--- src/pkg/cwf_regs.vh ---
/*
 register offsets, field positions, reset values and timing counts of the
 clock watchdog and frequency programming block; assumes a 25 MHz ref_clk.
*/
// Behaviour
// - watchdog time base is 290 ms with select 0, 1160 ms with 1; resets 0
// - three-bit alarm timer count resets to 111, seven time-base units
// - hard watchdog alarm returns the cpu clock to the strap frequency select
// - re-enable bit set makes leaving power down set watchdog enable; resets 0
// - two read-write increment bits, reset 0, fine-tune the cpu multiplier
// - cpu frequency is nine-bit multiplier times resolution, strap-loaded at power-on
// - src frequency is eight-bit multiplier times resolution, 100 MHz at power-on
// - clock source selection byte takes effect only after the bus stop
// - cpu mode 0 uses straps, 1 software select; alarm clears mode bit
// - src1 and pci source bits pick default sources at 0, pll2 at 1
// - increment 01 adds one third step, 10 two thirds, 00/11 nothing
// - cpu multiplier resolution is 1.0 MHz per step
// - watchdog alarm runs only while the enable bit is 1; enable resets 0
`ifndef CWF_REGS_VH
`define CWF_REGS_VH

// byte offsets
`define CWF_OFS_WD_CTRL       8'h0f
`define CWF_OFS_FINE          8'h10
`define CWF_OFS_CPU_MULT_LO   8'h11
`define CWF_OFS_SRC_MULT      8'h12
`define CWF_OFS_SRC_SEL       8'h13

// watchdog_control fields
`define CWF_WD_EN_BIT         7
`define CWF_WD_SOFT_SEL_BIT   6
`define CWF_WD_HARD_STAT_BIT  5
`define CWF_WD_SOFT_STAT_BIT  4
`define CWF_WD_TBASE_BIT      3
`define CWF_WD_TIMER_MSB      2
`define CWF_WD_RST            8'h07

// cpu_fine_and_wd_restore fields
`define CWF_FINE_REEN_BIT     7
`define CWF_FINE_IB_HI_BIT    2
`define CWF_FINE_IB_LO_BIT    1
`define CWF_FINE_TOP_BIT      0
`define CWF_FINE_RST          8'h00

// clock_source_select fields
`define CWF_SS_MODE_BIT       7
`define CWF_SS_SFS_MSB        6
`define CWF_SS_SFS_LSB        4
`define CWF_SS_NDIS_BIT       3
`define CWF_SS_SRC1_BIT       2
`define CWF_SS_PCI_BIT        1
`define CWF_SS_RST            8'h00

// frequency programming
`define CWF_SRC_MULT_RST      8'hc8
`define CWF_CPU_RES_KHZ       20'd1000
`define CWF_SRC_RES_KHZ       20'd500
`define CWF_FRAC1_KHZ         20'd333
`define CWF_FRAC2_KHZ         20'd666

// watchdog timing
`define CWF_CLK_KHZ           25000
`define CWF_WD_BASE_SHORT_MS  290
`define CWF_WD_BASE_LONG_MS   1160
`define CWF_WD_SHORT_CYC      (`CWF_WD_BASE_SHORT_MS * `CWF_CLK_KHZ)
`define CWF_WD_LONG_CYC       (`CWF_WD_BASE_LONG_MS * `CWF_CLK_KHZ)

`endif

--- src/rtl/cwf_wdog.v ---
/*
 watchdog time base and alarm timer.
 assumes enable, halt and kick are synchronous to ref_clk.
*/
`timescale 1ns/100ps
`include "cwf_regs.vh"
module cwf_wdog #(
	parameter [24:0] SHORT_CYC = `CWF_WD_SHORT_CYC,
	parameter [24:0] LONG_CYC  = `CWF_WD_LONG_CYC
) (
	// clock and reset
	input  wire       ref_clk,
	input  wire       reset_n,
	// control
	input  wire       wd_en,
	input  wire       halt,
	input  wire       kick,
	input  wire       long_base,
	input  wire       soft_sel,
	input  wire [2:0] timer_count,
	// events
	output reg        hard_pulse,
	output reg        soft_pulse
);

	reg  [24:0] base_cnt;
	reg  [2:0]  units;
	reg         fired;
	wire [24:0] base_last = long_base ? (LONG_CYC - 25'd1) : (SHORT_CYC - 25'd1);
	wire [2:0]  hard_at   = (timer_count == 3'h0) ? 3'h1 : timer_count;
	wire [2:0]  next_units = units + 3'h1;
	wire        tick = (base_cnt == base_last);
	wire        run  = wd_en & ~halt & ~fired;

	always @(posedge ref_clk or negedge reset_n) begin
		if (!reset_n) begin
			base_cnt   <= 25'h0;
			units      <= 3'h0;
			fired      <= 1'b0;
			hard_pulse <= 1'b0;
			soft_pulse <= 1'b0;
		end else begin
			hard_pulse <= 1'b0;
			soft_pulse <= 1'b0;
			if (kick || !wd_en) begin
				base_cnt <= 25'h0;
				units    <= 3'h0;
				fired    <= 1'b0;
			end else if (run) begin
				if (tick) begin
					base_cnt <= 25'h0;
					units    <= next_units;
					// alarm after timer_count base units, after one unit when timer_count is 0
					if (next_units >= hard_at) begin
						hard_pulse <= 1'b1;
						fired      <= 1'b1;
					end
					if (soft_sel && timer_count > 3'h1 && next_units == timer_count - 3'h1)
						soft_pulse <= 1'b1;
				end else begin
					base_cnt <= base_cnt + 25'h1;
				end
			end
		end
	end

endmodule // cwf_wdog

--- src/rtl/cwf_ctrl.v ---
/*
 control registers for watchdog and frequency programming of the clock
 generator. assumes an smbus slave engine outside that turns byte writes into
 reg_wr pulses, reads reg_rdata one cycle after presenting reg_addr, and
 pulses bus_stop on the stop condition. straps and pd_n are synchronous.
*/
`timescale 1ns/100ps
`include "cwf_regs.vh"
module cwf_ctrl #(
	parameter [24:0] WD_SHORT_CYC = `CWF_WD_SHORT_CYC,
	parameter [24:0] WD_LONG_CYC  = `CWF_WD_LONG_CYC
) (
	// clock and reset
	input  wire        ref_clk,
	input  wire        reset_n,
	// register byte port
	input  wire        reg_wr,
	input  wire [7:0]  reg_addr,
	input  wire [7:0]  reg_wdata,
	output reg  [7:0]  reg_rdata,
	input  wire        bus_stop,
	// straps, latched once after reset
	input  wire [2:0]  strap_frequency_select,
	input  wire [8:0]  strap_cpu_mult,
	input  wire        overclock_lock_strap,
	// power down, low while powered down
	input  wire        pd_n,
	// cpu pll control
	output reg  [2:0]  cpu_freq_select,
	output reg  [8:0]  cpu_mult,
	output reg  [1:0]  cpu_frac_thirds,
	output reg  [19:0] cpu_freq_khz,
	// src pll control
	output reg  [7:0]  src_mult,
	output reg  [19:0] src_freq_khz,
	// source selection
	output reg         src1_from_pll2,
	output reg         pci_from_pll2,
	output reg         n_prog_allowed,
	// watchdog status
	output reg         wd_hard_alarm,
	output reg         wd_soft_alarm
);

	// thirds of a step selected by the increment bits
	function [1:0] frac_of;
		input [1:0] ib;
		begin
			case (ib)
				2'b01:   frac_of = 2'd1;
				2'b10:   frac_of = 2'd2;
				default: frac_of = 2'd0;
			endcase
		end
	endfunction

	function [19:0] frac_khz;
		input [1:0] thirds;
		begin
			case (thirds)
				2'd1:    frac_khz = `CWF_FRAC1_KHZ;
				2'd2:    frac_khz = `CWF_FRAC2_KHZ;
				default: frac_khz = 20'd0;
			endcase
		end
	endfunction

	// registers
	reg        wd_en;
	reg        wd_soft_sel;
	reg        wd_long_base;
	reg  [2:0] wd_timer;
	reg        wd_reenable_after_powerdown;
	reg        cpu_fine_increment_hi;
	reg        cpu_fine_increment_lo;
	reg        cpu_multiplier_top_bit;
	reg  [7:0] cpu_multiplier_low;
	reg  [7:0] src_multiplier;
	reg        cpu_mode_sw;
	reg  [2:0] sw_freq_select;
	reg        n_prog_disable;
	reg        src1_pll2;
	reg        pci_pll2;
	// byte written to clock_source_select, held until the stop condition
	reg  [7:0] src_sel_pending;
	reg        src_sel_armed;
	// strap latch and power-down edge
	reg        straps_taken;
	reg  [2:0] strap_fs_latched;
	reg        pd_n_prev;

	wire       hard_pulse;
	wire       soft_pulse;
	wire       leave_pd = pd_n & ~pd_n_prev;
	wire       first    = ~straps_taken;
	wire       wr_wd    = reg_wr && (reg_addr == `CWF_OFS_WD_CTRL);
	wire       wr_fine  = reg_wr && (reg_addr == `CWF_OFS_FINE);
	wire       wr_cpul  = reg_wr && (reg_addr == `CWF_OFS_CPU_MULT_LO);
	wire       wr_src   = reg_wr && (reg_addr == `CWF_OFS_SRC_MULT);
	wire       wr_ssel  = reg_wr && (reg_addr == `CWF_OFS_SRC_SEL);
	wire       n_ok     = ~n_prog_disable;

	cwf_wdog #(
		.SHORT_CYC (WD_SHORT_CYC),
		.LONG_CYC  (WD_LONG_CYC)
	) u_wdog (
		.ref_clk     (ref_clk),
		.reset_n     (reset_n),
		.wd_en       (wd_en),
		.halt        (~pd_n),
		.kick        (reg_wr),
		.long_base   (wd_long_base),
		.soft_sel    (wd_soft_sel),
		.timer_count (wd_timer),
		.hard_pulse  (hard_pulse),
		.soft_pulse  (soft_pulse)
	);

	// strap capture just after reset release
	always @(posedge ref_clk or negedge reset_n) begin
		if (!reset_n) begin
			straps_taken     <= 1'b0;
			strap_fs_latched <= 3'h0;
			pd_n_prev        <= 1'b1;
		end else begin
			straps_taken <= 1'b1;
			pd_n_prev    <= pd_n;
			if (first)
				strap_fs_latched <= strap_frequency_select;
		end
	end

	// watchdog_control
	always @(posedge ref_clk or negedge reset_n) begin
		if (!reset_n) begin
			wd_en         <= 1'b0;
			wd_soft_sel   <= 1'b0;
			wd_long_base  <= 1'b0;
			wd_timer      <= 3'h7;
			wd_hard_alarm <= 1'b0;
			wd_soft_alarm <= 1'b0;
		end else begin
			if (wr_wd) begin
				wd_en         <= reg_wdata[`CWF_WD_EN_BIT];
				wd_soft_sel   <= reg_wdata[`CWF_WD_SOFT_SEL_BIT];
				wd_long_base  <= reg_wdata[`CWF_WD_TBASE_BIT];
				wd_timer      <= reg_wdata[`CWF_WD_TIMER_MSB:0];
			end
			if (leave_pd && wd_reenable_after_powerdown)
				wd_en <= 1'b1;
			// a write of this byte clears the status; a new alarm wins
			if (hard_pulse)
				wd_hard_alarm <= 1'b1;
			else if (wr_wd)
				wd_hard_alarm <= 1'b0;
			if (soft_pulse)
				wd_soft_alarm <= 1'b1;
			else if (wr_wd)
				wd_soft_alarm <= 1'b0;
		end
	end

	// cpu_fine_and_wd_restore and multipliers
	always @(posedge ref_clk or negedge reset_n) begin
		if (!reset_n) begin
			wd_reenable_after_powerdown <= 1'b0;
			cpu_fine_increment_hi       <= 1'b0;
			cpu_fine_increment_lo       <= 1'b0;
			cpu_multiplier_top_bit      <= 1'b0;
			cpu_multiplier_low          <= 8'h00;
			src_multiplier              <= `CWF_SRC_MULT_RST;
		end else if (first) begin
			cpu_multiplier_top_bit <= strap_cpu_mult[8];
			cpu_multiplier_low     <= strap_cpu_mult[7:0];
		end else begin
			if (wr_fine) begin
				wd_reenable_after_powerdown <= reg_wdata[`CWF_FINE_REEN_BIT];
				cpu_fine_increment_hi       <= reg_wdata[`CWF_FINE_IB_HI_BIT];
				cpu_fine_increment_lo       <= reg_wdata[`CWF_FINE_IB_LO_BIT];
				if (n_ok)
					cpu_multiplier_top_bit <= reg_wdata[`CWF_FINE_TOP_BIT];
			end
			if (wr_cpul && n_ok)
				cpu_multiplier_low <= reg_wdata;
			if (wr_src && n_ok)
				src_multiplier <= reg_wdata;
		end
	end

	// clock_source_select, applied on the stop condition
	always @(posedge ref_clk or negedge reset_n) begin
		if (!reset_n) begin
			cpu_mode_sw     <= 1'b0;
			sw_freq_select  <= 3'h0;
			n_prog_disable  <= 1'b0;
			src1_pll2       <= 1'b0;
			pci_pll2        <= 1'b0;
			src_sel_pending <= `CWF_SS_RST;
			src_sel_armed   <= 1'b0;
		end else if (first) begin
			sw_freq_select <= strap_frequency_select;
			n_prog_disable <= overclock_lock_strap;
		end else begin
			if (wr_ssel) begin
				src_sel_pending <= reg_wdata;
				src_sel_armed   <= 1'b1;
			end else if (bus_stop) begin
				src_sel_armed <= 1'b0;
			end
			if (bus_stop && src_sel_armed) begin
				cpu_mode_sw    <= src_sel_pending[`CWF_SS_MODE_BIT];
				sw_freq_select <= src_sel_pending[`CWF_SS_SFS_MSB:`CWF_SS_SFS_LSB];
				n_prog_disable <= src_sel_pending[`CWF_SS_NDIS_BIT];
				src1_pll2      <= src_sel_pending[`CWF_SS_SRC1_BIT];
				pci_pll2       <= src_sel_pending[`CWF_SS_PCI_BIT];
			end
			// the alarm overrides a mode applied by a stop in the same cycle
			if (hard_pulse)
				cpu_mode_sw <= 1'b0;
		end
	end

	// pll controls, registered from the register state
	always @(posedge ref_clk or negedge reset_n) begin
		if (!reset_n) begin
			cpu_freq_select <= 3'h0;
			cpu_mult        <= 9'h000;
			cpu_frac_thirds <= 2'd0;
			cpu_freq_khz    <= 20'd0;
			src_mult        <= `CWF_SRC_MULT_RST;
			src_freq_khz    <= 20'd0;
			src1_from_pll2  <= 1'b0;
			pci_from_pll2   <= 1'b0;
			n_prog_allowed  <= 1'b0;
		end else begin
			if (cpu_mode_sw && !hard_pulse)
				cpu_freq_select <= sw_freq_select;
			else
				cpu_freq_select <= strap_fs_latched;
			cpu_mult        <= {cpu_multiplier_top_bit, cpu_multiplier_low};
			cpu_frac_thirds <= frac_of({cpu_fine_increment_hi, cpu_fine_increment_lo});
			cpu_freq_khz    <= {11'h000, cpu_multiplier_top_bit, cpu_multiplier_low}
				* `CWF_CPU_RES_KHZ
				+ frac_khz(frac_of({cpu_fine_increment_hi, cpu_fine_increment_lo}));
			src_mult        <= src_multiplier;
			src_freq_khz    <= {12'h000, src_multiplier} * `CWF_SRC_RES_KHZ;
			src1_from_pll2  <= src1_pll2;
			pci_from_pll2   <= pci_pll2;
			n_prog_allowed  <= ~n_prog_disable;
		end
	end

	// read data, one cycle after the address
	always @(posedge ref_clk or negedge reset_n) begin
		if (!reset_n) begin
			reg_rdata <= 8'h00;
		end else begin
			case (reg_addr)
				`CWF_OFS_WD_CTRL:
					reg_rdata <= {wd_en, wd_soft_sel, wd_hard_alarm, wd_soft_alarm,
						wd_long_base, wd_timer};
				`CWF_OFS_FINE:
					reg_rdata <= {wd_reenable_after_powerdown, 4'h0, cpu_fine_increment_hi,
						cpu_fine_increment_lo, cpu_multiplier_top_bit};
				`CWF_OFS_CPU_MULT_LO:
					reg_rdata <= cpu_multiplier_low;
				`CWF_OFS_SRC_MULT:
					reg_rdata <= src_multiplier;
				`CWF_OFS_SRC_SEL:
					reg_rdata <= {cpu_mode_sw, sw_freq_select, n_prog_disable,
						src1_pll2, pci_pll2, 1'b0};
				default:
					reg_rdata <= 8'h00;
			endcase
		end
	end

endmodule // cwf_ctrl

--- config.mk ---
export PLATFORM = sky130hd
export DESIGN_NAME = cwf_ctrl
export DESIGN_NICKNAME = d
export VERILOG_FILES = /design/src/rtl/cwf_wdog.v /design/src/rtl/cwf_ctrl.v
export VERILOG_INCLUDE_DIRS = /design/src /design/src/pkg
export SDC_FILE = /design/constraint.sdc
export NUM_CORES = 1
export LEC_CHECK = 0
export BUFFER_PORTS_ARGS = -buffer_cell sky130_fd_sc_hd__buf_2
export CORE_AREA = 2 2 137 139
export DETAILED_ROUTE_END_ITERATION = 12
export DIE_AREA = 0 0 139 141
export PLACE_DENSITY = 0.68
export SLEW_MARGIN = 10
export SYNTH_ARGS = -nofsm -noshare
export SYNTH_HDL_FRONTEND = slang
export SYNTH_SLANG_ARGS = --single-unit
--- constraint.sdc ---
create_clock -name ref_clk -period 5.4 [get_ports ref_clk]
set_clock_uncertainty 0.2 [all_clocks]
set_input_delay 1.08 -clock ref_clk [delete_from_list [all_inputs] [get_ports ref_clk]]
set_output_delay 1.08 -clock ref_clk [all_outputs]
set_load 0.02 [all_outputs]
== Yosys cells after proc, flatten, opt, wreduce, memory -nomap -nowiden ==
Cells that the tools add are included.
Cells by class
  add/sub/neg operators: 4
  multipliers: 2
  magnitude comparators: 2
  equal/unequal tests: 15
  multiplexer cells: 42
  bitwise operators: 6
  reduce and logical (&&, ||, !) cells: 33
Operators by type and width (number)
  $mux 25: 4
  $pmux 8 s5: 1
  $eq 8x5->1 const B: 4
  $mux 1: 26
  $add 25x1->25 const B: 1
  $eq 25x25->1: 1
  $mux 3: 7
  $add 19x20->20: 1
  $pmux 10 s2: 1
  $mul 9x7->16 const B: 1
  $mux 8: 2
  $reduce_and 2->1: 8
  $reduce_bool 2->1: 8
  $mul 8x7->15 const B: 1
  $logic_and 1x1->1: 12
  $eq 8x4->1 const B: 1
  $ne 2x1->1 const B: 3
  $eq 2x1->1 const B: 2
  $eq 2x2->1 const B: 2
  $pmux 2 s2: 1
  $add 3x1->3 const B: 1
  $and 1x1->1: 3
  $eq 3x3->1: 1
  $ge 3x3->1: 1
  8 further kinds: 11
Storage, ports and cells
  register bits: 148
  input bits: 34

== Longest topological paths before layout ==
  word-level depth: 7
  mapped depth: 16
  mapped depth without buffers: 16

== By module ==
A second synthesis with hierarchy kept.
Second synthesis, totals
  cells, all modules: 842
  area, all modules: 9098.7 µm²
By module, submodules not included
  cwf_ctrl: times used 1, cells each 643, area an instance 7293.2 µm²
  cwf_wdog: times used 1, cells each 199, area an instance 1805.5 µm²

== Worst setup path before layout ==
OpenSTA, ideal clock, no wires.
  path kind: reg-to-reg
  start: register cpu_multiplier_low[1]
  end: register cpu_freq_khz[15]
  library setup time: 122 ps
  arrival: 4336 ps
  path slack: 742 ps
  stages on the path, launching flop included: 16
  path buffers: 0
  clock period less this slack: 4658 ps
  cells stage by stage: dfrtp_1 -> inv_1 -> fa_1 -> fa_1 -> fa_1 -> fa_1 -> inv_1 -> ha_1 -> a21o_1 -> a21oi_2 -> nand2_1 -> xor2_2 -> nand3_2 -> or3_1 -> o311a_2 -> xnor2_2
On the way
  longest elaborated chain between the ends: 2
Ends and longest elaborated chain
  start: declaration: RTL line cwf_ctrl.v:77  | reg [7:0] cpu_multiplier_low;
  start signal: assignment: RTL line cwf_ctrl.v:174  | cpu_multiplier_low <= strap_cpu_mult[7:0];
  start signal: assignment: RTL line cwf_ctrl.v:184  | cpu_multiplier_low <= reg_wdata;
  $mul 9x7->16 (no source line)
  $add 19x20->20: RTL line cwf_ctrl.v:242  | cpu_freq_khz <= {11'h000, cpu_multiplier_top_bit, cpu_multiplier_low}
  end signal: assignment: RTL line cwf_ctrl.v:242
  end: declaration: RTL line cwf_ctrl.v:32  | output reg [19:0] cpu_freq_khz,
No other way between the ends.
A chain may end at the register's enable or synchronous reset.

== Final worst setup path ==
Ends and elaborated chain as after synthesis.

==> summary.txt <==
Status
  • Outcome: complete, no violations

Placement
  • HPWL Detailed: between 10 and 15 mm
  • GPL Wtd Cong: 0.791
  • Worst slack, placed: a little under 0.5 ns
  • IO buf count: roughly 100

Timing
  • Final worst setup slack: just under 0.5 ns
  • Max-slew headroom: 0.330
  • Fin Setup TNS: 0 ns
  • RSZ-0062 raised after global routing: no
  • Finish-stage setup viols: 0
  • Final Max Tran Viols: 0
  • Final worst-path cycle share: 0.910
  • Final hold vios: 0
  • Crit path time final: slightly below 5 ns
  • Worst Max-Slew Pin Slew: 1.01 ns
  • Max Fclk: 0.203 GHz

Final layout
  • Area grow syn2layout: 14.6%
  • Core Util, Final: 0.563
  • Fillers: 1584
  • # diodes: 0
  • Nets: approximately 1100
  • Layout cells sized above 1: 0.225

CTS
  • Clock tree sinks: 142
  • Clock tree root buffer cell: clkbuf_16
  • CTS tree: done
  • H-tree levels: 4
  • Worst-path clk slew: about 0.060 ns
  • Hold-fix buffers at CTS: 0
  • Clk_lat worst skew: roughly 0.42 ns
  • Post-CTS sizing: 0
  • Clock buffer count from CTS: 17
  • Clock buffer depth: 2
  • Setup bufs post-CTS: 0

Min path
  • Min-Delay Endpoint: src1_from_pll2
  • HP Start: src1_pll2
  • Worst Hold Depth: 0
  • HP Class: flop to flop

Global routing
  • Total grt overflow: 0
  • Largest net degree at the start of global routing: roughly 110
  • GRT Util Overall: 0.200
  • Vias in the first global route: between 6000 and 7000
  • Antenna violations before repair: 1
  • First-pass GRT wire length: 31.2 mm

Detailed routing
  • 1st-iter DRT viols: 292
  • 1st-pass router iterations: 4
  • Antenna viol nets, final: 0
  • Drt drc: 0
  • Routed vias/inst: approximately 5.3
  • Routed wire length: 18.7 mm
  • WL per Instance: 16.2 um
  • Via count: slightly above 6000

Yosys
  • Post-synth top area share: 0.368
  • Warnings from Yosys: 0
  • Synthesized area per cell: roughly 11 sq um
  • Post-synthesis register bit count: roughly 140
  • Sequential-to-total area share from yosys stat: 0.397
  • Netlist area before placement: roughly 9000 sq um
  • Post-synth EDFFs: 0
  • Post-synthesis cell count: between 700 and 800
  • Fraction of registers with async set/reset: 1.00
  • Main synth FF type: dfrtp_1
  • Synth area leader: dfrtp_1
  • Distinct cells, synth: 70
  • Synth area leaders: dfrtp_1, ha_1, fa_1, mux2_2, xnor2_1

Setup path
  • Largest stage delay, worst path: between 0.5 and 0.6 ns
  • CP Class: flop to flop
  • R2r worst-path depth: 15
  • Crit-path max FO: 8
  • Crit path max-delay family: adder cells
  • Critical Path RT: 5.51 ns
  • Worst path bufs/invs: 2
  • Most common cell on crit path: fa_1
  • CP max-delay cell: fa_1
  • Critical Path Sink Type: flop
  • Reg2reg start: cpu_multiplier_low[1]
  • Critical path data arrival time: ~5.0 ns
  • CP Launch Type: flop
  • Crit-path cells: inv_1 -> fa_1 -> fa_1 -> fa_1 -> fa_1 -> inv_1 -> ha_1 -> nor3_1 -> nor2_1 -> a21oi_1 -> xnor2_1 -> nand3_2 -> or3_1 -> o311a_2 -> xnor2_2
  • Reg-to-Reg End: cpu_freq_khz[15]
  • Flop2flop setup slack: ~0.48 ns

Die
  • Die W: about 140 um
  • Std-Cell Rows: 50
  • Die footprint: approximately 20000 sq um
  • # IOs: 109
  • Die Ht: between 100 and 150 um
  • Core footprint: about 18000 sq um
  • Initial Utilization: 0.491

Pwr
  • Peak VDD IR: 0.000547 V
  • Static leakage: slightly above 5 nW
  • PnR Total Power: about 5.3 mW
  • Power per Cell Area: between 500 and 600 nW/um^2

Flow run
  • Max cap viols: 0
worst max path at each step:
| stage | startpoint | to | slack [ns] | cells past startpoint |
|---|---|---|---|---|
| 5_1_grt | cpu_multiplier_low[0] | cpu_freq_khz[18] | 0.15 | 16 |
| 2_1_floorplan | cpu_multiplier_low[1] | cpu_freq_khz[15] | 0.74 | 15 |
| 3_5_place_dp | cpu_multiplier_low[1] | cpu_freq_khz[19] | 0.49 | 15 |
| 4_1_cts | cpu_multiplier_low[1] | cpu_freq_khz[19] | 0.46 | 15 |
| 3_3_place_gp | cpu_multiplier_low[1] | cpu_freq_khz[15] | 0.56 | 15 |
| 6_report | cpu_multiplier_low[1] | cpu_freq_khz[15] | 0.48 | 15 |
cell usage after synthesis (8+ instances only):
master and number:
nand3_1 19, xor2_1 26, buf_4 12, xnor2_1 34, ha_1 93, nor2_1 65
nor2b_1 8, o21ai_0 16, nand2b_1 8, mux2i_1 20, mux2_2 29, a21oi_1 42
a221o_1 8, a21o_1 9, fa_1 48, nand2_1 30, dfstp_2 10, nor3_1 11
dfrtp_1 132, nand4_1 9, and3_1 9, inv_1 76
routing by layer:
layer  track usage  share of wire  up-vias
met1         0.293           0.48     2993
met4        0.0680          0.021        2
met3        0.0387          0.045       28
met2         0.301           0.45      138
li1              -              -     2909
met5             0        0.00070        -
cell families (layout without fill, tap and decap cells):
family / count (synthesis) / after routing / synth area share
AOI/OAI and AO/OA: 110 / 110 / 0.0835
xor gates and xnor gates: 63 / 63 / 0.0640
other: 2 / 6 / 0.000837
and+or+nand+nor: 191 / 191 / 0.112
buffers and inverters: 100 / 214 / 0.0473
DFF: 142 / 142 / 0.397
muxes: 49 / 49 / 0.0587
adders and majority gates: 141 / 141 / 0.237
power by group:
group	internal [mW]	switching (mW)
logic	1.24	1.63
clock network	0.722	0.467
registers	1.19	0.0522
total	3.15	2.15
cell usage in the layout (no fill, tap or decap), types with 4 or more instances in the layout:
cell type  count
a21o_1         9
a21oi_1       42
a221o_1        8
and3_1         9
buf_2        102
clkbuf_16     17
conb_1         6
dfrtp_1      132
dfstp_2       10
fa_1          48
ha_1          93
inv_1         76
mux2_2        29
mux2i_1       20
nand2_1       30
nand2b_1       8
nand3_1       19
nand4_1        9
nor2_1        65
nor2b_1        8
nor3_1        11
o21ai_0       16
o21ai_1        4
o21bai_1       4
xnor2_1       34
xor2_1        26
sequential cells by signal (all words and copies together), names as in the netlist, 3 cells and up:
register and cells:
u_wdog.units 3, sw_freq_select 3, u_wdog.base_cnt 25, strap_fs_latched 3, cpu_mult 9, src_multiplier 8, reg_rdata 8, wd_timer 3
src_sel_pending 7, cpu_freq_select 3, cpu_freq_khz 18, src_mult 8, src_freq_khz 13, cpu_multiplier_low 8
cell type report:
type / instances / area (sq um) / share of cell area
timing repair buffer: 105 / 537 / 0.0522
tap: 234 / 293 / 0.0285
clock inverter: 11 / 131 / 0.0128
multi-input combinational: 560 / 5000 / 0.486
sequential: 142 / 3570 / 0.347
clock buffer: 21 / 470 / 0.0457
inverter: 77 / 289 / 0.0281
metrics by stage:
stage | hold slack, ns | area, sq um | std cells
after floorplan | 0.169 | 8990 | 802
after global placement | 0.212 | 9690 | 1118
after detailed placement | 0.209 | 9690 | 1118
after CTS | 0.230 | 10300 | 1150
after global routing | 0.252 | 10300 | 1150
final | 0.226 | 10300 | 1150
worst register-to-register path: cells and delay by family (launching register included):
| family | cells | cell delay (ns) |
|---|---|---|
| XOR/XNOR | 2 | 0.34 |
| flip-flops | 1 | 0.50 |
| AO/OA/AOI/OAI | 2 | 0.36 |
| buffers and inverters | 2 | 0.22 |
| adder cells (fa/ha/maj) | 5 | 2.39 |
| AND/OR/NAND/NOR | 4 | 0.81 |
(Power assumes the default switching activity.)
